File: src/design/sdp_pkg.sv
// constants shared by the synthesizer divider and power configuration block
package sdp_pkg;
    // serial word layout
    localparam int WORD_BITS = 24;
    localparam int SEL_MSB = 3;
    localparam int DATA_MSB = 23;
    localparam int DATA_LSB = 4;
    // register select codes in bits 3..0
    localparam logic [3:0] SEL_MAIN_REF_POWER = 4'h3;
    localparam logic [3:0] SEL_AUX_FEEDBACK_POWER = 4'h5;
    localparam logic [3:0] SEL_AUTO_POWER = 4'h9;
    // main feedback word: only bit 0 of the select code is checked
    localparam int MAIN_N_SEL_BIT = 0;
    localparam int MAIN_N_MSB = 23;
    localparam int MAIN_N_LSB = 13;
    localparam int MAIN_FRAC_NUM_MSB = 12;
    localparam int MAIN_FRAC_NUM_LSB = 1;
    // main reference / prescaler / power word
    localparam int MAIN_PD_POS = 23;
    localparam int MAIN_PRESC_POS = 22;
    localparam int MAIN_REF_MSB = 21;
    localparam int MAIN_REF_LSB = 16;
    localparam int MAIN_FRAC_DEN_MSB = 15;
    localparam int MAIN_FRAC_DEN_LSB = 4;
    // auxiliary feedback / power word
    localparam int AUX_PD_POS = 23;
    localparam int AUX_N_MSB = 22;
    localparam int AUX_N_LSB = 4;
    localparam int AUX_A_BITS = 4;
    // auto power-up word
    localparam int AUTO_PU_POS = 23;
    // main N sub-field split
    localparam int MAIN_C_BITS = 7;
    localparam int MAIN_B_BITS = 2;
    localparam int MAIN_A_BITS = 2;
    // prescaler lower moduli
    localparam logic [4:0] MAIN_MOD_LOW = 5'h08;
    localparam logic [4:0] MAIN_MOD_HIGH = 5'h10;
    // reset values
    localparam logic RST_MAIN_PD = 1'b1;
    localparam logic RST_AUX_PD = 1'b1;
    localparam logic RST_AUTO_PU = 1'b0;
    localparam logic RST_MAIN_PRESC = 1'b0;
    localparam logic [5:0] RST_MAIN_REF = 6'h01;
    localparam logic [10:0] RST_MAIN_N = 11'h000;
    localparam logic [18:0] RST_AUX_N = 19'h00000;
    // pin filter depth
    localparam int PIN_STAGES = 3;
endpackage : sdp_pkg

File: src/design/sdp_config_core.sv
// serial configuration registers, divider fields and power-down precedence
`timescale 1ns/1ps
// Behaviour
// - a 24-bit word carries 20 data bits above a 4-bit select code (the main feedback word: 23 bits above a 0 in bit 0) and lands in the matching register.
// - the main reference ratio is the 6-bit field itself, one to 63, division by one allowed.
// - prescaler select 0 picks the 8/9/12/13 prescaler and 1 picks the 16/17/20/21 one.
// - main power-down bit 1 stops the main loop and floats its charge pump, 0 lets it run.
// - a low chip-enable pin powers the main loop down above every other control.
// - with chip enable high an auto power-up request runs the main loop whatever its bit says.
// - main count is modulus times C plus four times B plus A, all taken from the 11-bit field.
// - auxiliary power-down bit stops the auxiliary loop, and low chip enable forces that too.
module sdp_config_core
    import sdp_pkg::*;
(
    // clock and reset
    input wire logic clk_sys,
    input wire logic rst,
    // serial configuration pins
    input wire logic serialClock,
    input wire logic serialData,
    input wire logic loadEnable,
    input wire logic chipEnable,
    // main loop settings
    output logic [10:0] mainFeedbackField,
    output logic [6:0] mainCCount,
    output logic [1:0] mainBCount,
    output logic [1:0] mainACount,
    output logic [11:0] mainFeedbackCount,
    output logic [11:0] mainFractionNumerator,
    output logic [11:0] mainFractionDenominator,
    output logic [5:0] mainReferenceDivider,
    output logic mainPrescalerSelect,
    output logic [4:0] mainPrescalerModulus,
    output logic mainLoopPowerDown,
    output logic autoPowerUp,
    output logic mainLoopActive,
    // auxiliary loop settings
    output logic [18:0] auxFeedbackField,
    output logic [14:0] auxBCount,
    output logic [3:0] auxACount,
    output logic auxLoopPowerDown,
    output logic auxLoopActive
);
    typedef struct packed {
        logic [WORD_BITS-1:0] shiftWord;
        logic clkPrev;
        logic loadPrev;
        logic [10:0] mainN;
        logic [11:0] fracNum;
        logic [11:0] fracDen;
        logic [5:0] refDiv;
        logic prescSel;
        logic mainPd;
        logic autoPu;
        logic [18:0] auxN;
        logic auxPd;
        logic [11:0] mainCount;
        logic mainActive;
        logic auxActive;
    } sdp_core_type;

    sdp_core_type state;
    sdp_core_type next_state;
    logic clkLevel;
    logic dataLevel;
    logic loadLevel;
    logic ceLevel;
    logic shiftStep;
    logic loadStep;
    logic [3:0] selCode;

    // lower prescaler modulus for the chosen prescaler
    function automatic logic [4:0] sdp_modulus(input logic sel);
        sdp_modulus = sel ? MAIN_MOD_HIGH : MAIN_MOD_LOW;
    endfunction : sdp_modulus

    // main feedback count from the packed C, B and A fields
    function automatic logic [11:0] sdp_main_count(input logic [10:0] n, input logic sel);
        logic [11:0] prod;
        // widen both factors first, a self-sized product would keep only 7 bits
        prod = 12'(sdp_modulus(sel)) * 12'(n[10:4]);
        sdp_main_count = prod + 12'({n[3:2], 2'b00}) + 12'(n[1:0]);
    endfunction : sdp_main_count

    // every pin crosses four flops (three stages plus the level flop) before use
    sdp_pin_filter u_clk_filter (.clk_sys(clk_sys), .rst(rst), .pinIn(serialClock),
        .level(clkLevel));
    sdp_pin_filter u_data_filter (.clk_sys(clk_sys), .rst(rst), .pinIn(serialData),
        .level(dataLevel));
    sdp_pin_filter u_load_filter (.clk_sys(clk_sys), .rst(rst), .pinIn(loadEnable),
        .level(loadLevel));
    sdp_pin_filter u_ce_filter (.clk_sys(clk_sys), .rst(rst), .pinIn(chipEnable),
        .level(ceLevel));

    // rising edges of the filtered serial clock and load strobe
    assign shiftStep = clkLevel & ~state.clkPrev;
    assign loadStep = loadLevel & ~state.loadPrev;
    assign selCode = state.shiftWord[SEL_MSB:0];

    // shift, decode on load, then settle derived counts and power state
    always_comb begin
        next_state = state;
        next_state.clkPrev = clkLevel;
        next_state.loadPrev = loadLevel;
        // msb first; host keeps data steady across its clock edge
        if (shiftStep) begin
            next_state.shiftWord = {state.shiftWord[WORD_BITS-2:0], dataLevel};
        end
        if (loadStep) begin
            // one-bit code goes first since it shares its low bit with all others
            if (state.shiftWord[MAIN_N_SEL_BIT] == 1'b0) begin
                next_state.mainN = state.shiftWord[MAIN_N_MSB:MAIN_N_LSB];
                next_state.fracNum = state.shiftWord[MAIN_FRAC_NUM_MSB:MAIN_FRAC_NUM_LSB];
                // auto power-up also wakes the auxiliary loop on this write
                if (state.autoPu) begin
                    next_state.auxPd = 1'b0;
                end
            end else if (selCode == SEL_MAIN_REF_POWER) begin
                next_state.mainPd = state.shiftWord[MAIN_PD_POS];
                next_state.prescSel = state.shiftWord[MAIN_PRESC_POS];
                next_state.refDiv = state.shiftWord[MAIN_REF_MSB:MAIN_REF_LSB];
                next_state.fracDen = state.shiftWord[MAIN_FRAC_DEN_MSB:MAIN_FRAC_DEN_LSB];
            end else if (selCode == SEL_AUX_FEEDBACK_POWER) begin
                next_state.auxPd = state.shiftWord[AUX_PD_POS];
                next_state.auxN = state.shiftWord[AUX_N_MSB:AUX_N_LSB];
            end else if (selCode == SEL_AUTO_POWER) begin
                next_state.autoPu = state.shiftWord[AUTO_PU_POS];
            end
            // other select codes belong to registers outside this block
        end
        next_state.mainCount = sdp_main_count(state.mainN, state.prescSel);
        // precedence: chip enable, then auto power-up, then the power-down bit
        next_state.mainActive = ceLevel & (state.autoPu | ~state.mainPd);
        next_state.auxActive = ceLevel & ~state.auxPd;
    end

    always_ff @(posedge clk_sys) begin
        if (rst) begin
            state <= '0;
            state.mainN <= RST_MAIN_N;
            state.refDiv <= RST_MAIN_REF;
            state.prescSel <= RST_MAIN_PRESC;
            state.mainPd <= RST_MAIN_PD;
            state.autoPu <= RST_AUTO_PU;
            state.auxN <= RST_AUX_N;
            state.auxPd <= RST_AUX_PD;
        end else begin
            state <= next_state;
        end
    end

    // outputs straight from the state flops, except the prescaler modulus, which is decoded from prescSel
    assign mainFeedbackField = state.mainN;
    assign mainCCount = state.mainN[10:4];
    assign mainBCount = state.mainN[3:2];
    assign mainACount = state.mainN[1:0];
    assign mainFeedbackCount = state.mainCount;
    assign mainFractionNumerator = state.fracNum;
    assign mainFractionDenominator = state.fracDen;
    assign mainReferenceDivider = state.refDiv;
    assign mainPrescalerSelect = state.prescSel;
    assign mainPrescalerModulus = sdp_modulus(state.prescSel);
    assign mainLoopPowerDown = state.mainPd;
    assign autoPowerUp = state.autoPu;
    assign mainLoopActive = state.mainActive; // low means charge pump floats
    assign auxFeedbackField = state.auxN;
    assign auxBCount = state.auxN[18:AUX_A_BITS];
    assign auxACount = state.auxN[AUX_A_BITS-1:0];
    assign auxLoopPowerDown = state.auxPd;
    assign auxLoopActive = state.auxActive;
endmodule : sdp_config_core

File: src/design/sdp_pin_filter.sv
// three-stage pin synchroniser with agreement filter
`timescale 1ns/1ps
module sdp_pin_filter
    import sdp_pkg::*;
(
    // clock and reset
    input wire logic clk_sys,
    input wire logic rst,
    // pin and filtered level
    input wire logic pinIn,
    output logic level
);
    typedef struct packed {
        logic s1;
        logic s2;
        logic s3;
        logic level;
    } sdp_filter_type;

    sdp_filter_type state;
    sdp_filter_type next_state;

    // first stage feeds only the second; level moves once stages two and three agree
    always_comb begin
        next_state = state;
        next_state.s1 = pinIn;
        next_state.s2 = state.s1;
        next_state.s3 = state.s2;
        if (state.s2 == state.s3) begin
            next_state.level = state.s3;
        end
    end

    always_ff @(posedge clk_sys) begin
        if (rst) begin
            state <= '0;
        end else begin
            state <= next_state;
        end
    end

    assign level = state.level;
endmodule : sdp_pin_filter

File: config.mk
export PLATFORM = sky130hd
export DESIGN_NAME = sdp_config_core
export DESIGN_NICKNAME = d
export VERILOG_FILES = /design/src/design/sdp_pkg.sv /design/src/design/sdp_config_core.sv /design/src/design/sdp_pin_filter.sv
export SDC_FILE = /design/constraint.sdc
export NUM_CORES = 1
export LEC_CHECK = 0
export BUFFER_PORTS_ARGS = -buffer_cell sky130_fd_sc_hd__clkbuf_2
export CAP_MARGIN = 10
export CORE_AREA = 5 5 107 109
export CTS_BUF_LIST = sky130_fd_sc_hd__clkbuf_4 sky130_fd_sc_hd__clkbuf_8
export DETAILED_ROUTE_END_ITERATION = 10
export DIE_AREA = 0 0 112 114
export PLACE_DENSITY = 0.83
export SKIP_CTS_REPAIR_TIMING = 1
export SYNTH_ARGS = -nofsm -noshare
export SYNTH_HDL_FRONTEND = slang
export SYNTH_HIERARCHICAL = 1
export SYNTH_SLANG_ARGS = --single-unit
File: constraint.sdc
create_clock -name clk_sys -period 4.1 [get_ports clk_sys]
set_input_delay 0.41 -clock clk_sys [delete_from_list [all_inputs] [get_ports clk_sys]]
set_output_delay 0.41 -clock clk_sys [all_outputs]
set_load 0.03 [all_outputs]
==> parameters.txt <==
Parameter                              Value

Job
  Max Cap Viol ... 0

Floorplanning
  Cell Rows ... 38
  Die height ... 114 µm
  Io pins ... 119
  Initial core utilization ... 0.5238
  Core Footprint ... 0.01051 mm²
  Die Footprint ... 0.01277 mm²
  Floorplan die width ... 112 µm

Synth
  Top post-synthesis cells by area ... sky130_fd_sc_hd__dfxtp_1 44%, sky130_fd_sc_hd__buf_4 15%, sky130_fd_sc_hd__nand2_1 11%
  Synth Instances ... 624
  Leading cell type by number of instances after synthesis ... sky130_fd_sc_hd__nand2_1
  Post-synth top flop ... sky130_fd_sc_hd__dfxtp_1
  Library cells used by synthesis ... 44
  Combined area of all synthesized cells ... 0.005504 mm²
  Share of synthesized area occupied by flip-flops and latches ... 0.4365
  Cell type with the highest aggregate area in the netlist ... sky130_fd_sc_hd__dfxtp_1
  Mean cell area of the mapped netlist ... 8.821 µm²
  Post-synth EDFFs ... 0
  Area share of the largest cell type after synthesis ... 0.4365
  Leading cell types by count after synthesis ... 157 x sky130_fd_sc_hd__nand2_1, 120 x sky130_fd_sc_hd__dfxtp_1, 108 x sky130_fd_sc_hd__buf_4, 53 x sky130_fd_sc_hd__a21oi_1, 39 x sky130_fd_sc_hd__mux2i_1
  Proportion of register bits with asynchronous set or reset after synthesis ... 0
  Number of warning messages in the yosys log ... 6
  Total of flip-flops plus latches after synthesis ... 120

Placement
  Cell total after placement ... 746
  HPWL after DPL ... 7467 µm
  Pre-CTS WS ... 1.239 ns
  Count of port buffers added during placement ... 115
  Final GP Congestion ... 0.8324

Finish
  Fraction of final layout cells sized beyond drive strength 1 ... 0.2539
  Diode count ... 0
  Non-Filler Instances ... 778
  Number of nets in the final layout ... 653
  Synthesis-to-finish area growth ... 5.410%

Worst setup path
  CP endpoint kind ... register
  CP Max Fanout ... 16
  Endpoint required time on the critical path ... 4.42 ns
  Slowest-stage cell, CP ... sky130_fd_sc_hd__dfxtp_1
  Cell seen most often among critical-path stages ... sky130_fd_sc_hd__ha_1
  Category of the worst setup path launch point ... register
  Crit path max-delay family ... adder cells
  Arrival time at the worst endpoint ... 3.20 ns
  Number of buffers and inverters on the critical path ... 0
  Reg-to-reg slack, setup ... 1.22 ns
  Critical Path Max Stage Delay ... 0.62 ns
  Type of the worst setup path ... register to register
  Worst-path cell chain ... and2_1 > ha_1 > ha_1 > ha_1 > ha_1 > o21ai_0 > a22oi_1 > mux2_2

Clock network
  CTS Buf Count ... 17
  Clock-pin slew of the registers on the worst-case setup and hold paths ... 0.07 ns
  Clock Root Buffer ... sky130_fd_sc_hd__clkbuf_8
  Number of sinks driven by the clock tree ... 120
  CTS tree ... done
  H-tree depth reported by CTS ... 4
  Clock latency of the later-clocked register in the worst-skew pair ... 0.43 ns
  Buffer depth of the longest clock path ... 2

Power and ir drop
  Leak ... 2.563 nW
  Total power draw ... 2.414 mW
  Worst vdd rail ir drop ... 0.1899 mV
  Pwr dens ... 416.0 mW/mm²

Global route
  Largest net degree at the start of global routing ... 87
  Antenna violations before repair ... 0
  First-pass GRT wire length ... 18170 µm
  Overall Global Routing Usage ... 0.1758
  Number of global-route vias before repair ... 3795
  Grt ovf ... 0

Timing
  Max Transition Viols Final ... 0
  Largest clock skew in the final design ... 0.007927 ns
  Period Utilization, post-route ... 0.7021
  Setup repair after global routing missed its margin ... no
  Time the final worst path needs with I/O delays and setup ... 2.879 ns
  Number of setup violations in the final report ... 0
  Final-report hold violation count ... 0
  Worst slew margin relative to its limit ... 0.3068
  Slack of the critical path ... 1.221 ns
  Highest Clock Rate ... 347.4 MHz
  TNS Setup ... 0 ns
  Worst Max-Slew Pin Slew ... 1.037 ns

Route
  # DRC ... 0
  Total number of vias ... 3817
  Post-DRT Antenna Nets ... 0
  Final routed wire length divided by cell count ... 13.93 µm
  Mean number of vias per cell ... 4.906
  Routed wire length ... 10840 µm
  1st-iter DRT viols ... 240
  First-pass iteration count of the detailed router ... 6

Min path
  Kind of path behind the tightest hold check ... input port to register

Status
  Run status ... finished, final reports clean
[power by group]
group	internal, mW	leakage [nW]	total (mW)	switching [mW]
registers	1.17	0.969	1.17	0.00202
logic	0.00912	1.38	0.0427	0.0335
clock network	0.726	0.215	1.20	0.471
[logic make-up (layout without fill, tap and decap cells)]
kind of cell,Yosys count,in the layout,synth area share
buffers and inverters,147,158,0.1784
AOI/OAI and AO/OA,69,69,0.06729
other,2,5,0.001364
DFF,120,120,0.4365
and+or+nand+nor,220,220,0.1848
adders and majority gates,22,22,0.05138
xor gates and xnor gates,2,2,0.003183
muxes,42,42,0.07706
[cells in the final DEF (no fill, tap or decap), drive strengths merged, types with 2 or more instances in the layout]
cell type / Yosys / final
nand2: 157 / 157
clkbuf: 27 / 136
dfxtp: 120 / 120
a21oi: 53 / 53
mux2i: 39 / 39
nor2b: 29 / 29
ha: 21 / 21
nor2: 9 / 9
inv: 7 / 8
o21ai: 6 / 6
conb: 2 / 5
clkinvlp: 0 / 5
buf: 113 / 5
and2: 4 / 4
bufinv: 0 / 4
mux2: 3 / 3
a21o: 3 / 3
nor3b: 3 / 3
nand3: 2 / 2
nor3: 2 / 2
a211oi: 2 / 2
a31oi: 2 / 2
nor4: 2 / 2
nand4: 2 / 2
nor4b: 2 / 2
or4b: 2 / 2
[state kept, by name, summed over array words and instances, names as in the netlist, 2 cells and up]
signal / count
state: 22
auxFeedbackField: 19
mainFeedbackCount: 12
mainFractionDenominator: 12
mainFractionNumerator: 12
mainFeedbackField: 11
mainReferenceDivider: 6
selCode: 4
u_ce_filter/next_state: 2
u_clk_filter/next_state: 2
u_data_filter/next_state: 2
u_load_filter/next_state: 2
[worst paths after layout]
check | startpoint | endpoint | cells past startpoint
setup / recovery | mainPrescalerSelect | mainFeedbackCount[10] | 8
hold / removal | loadEnable | u_load_filter/next_state[2] | 2
setup reg to reg | mainPrescalerSelect | mainFeedbackCount[10] | 8
hold reg to reg | u_clk_filter/next_state[2] | u_clk_filter/next_state[1] | 1
[final cells by class]
cell class | count | area (µm²)
Clock inverter | 10 | 166.4
Clock buffer | 22 | 290.3
Multi-Input combinational cell | 360 | 2136
Tap cell | 140 | 175.2
Timing Repair Buffer | 119 | 605.6
Inverter | 7 | 26.28
Fill cell | 910 | 4706
Sequential cell | 120 | 2402
[through the flow]
| step | hold slack [ns] | instance area [µm²] | utilization |
|---|---|---|---|
| 3_5_place_dp | 0.4212 | 5345 | 0.5087 |
| 2_1_floorplan | 0.4138 | 5515 | - |
| 5_1_grt | 0.1652 | 5802 | 0.5522 |
| 3_3_place_gp | 0.4173 | 5345 | 0.5087 |
| 4_1_cts | 0.1616 | 5802 | 0.5522 |
| 6_report | 0.1861 | 5802 | 0.5522 |
[layer usage]
| metal | vias up | track usage | share of wire |
|---|---|---|---|
| met5 | - | 0 | 0 |
| met2 | 92 | 0.2870 | 0.49 |
| met3 | 14 | 0.05305 | 0.062 |
| li1 | 1917 | - | - |
| met1 | 1794 | 0.2175 | 0.44 |
| met4 | 0 | 0.07372 | 0.014 |
(Power assumes the default switching activity.)
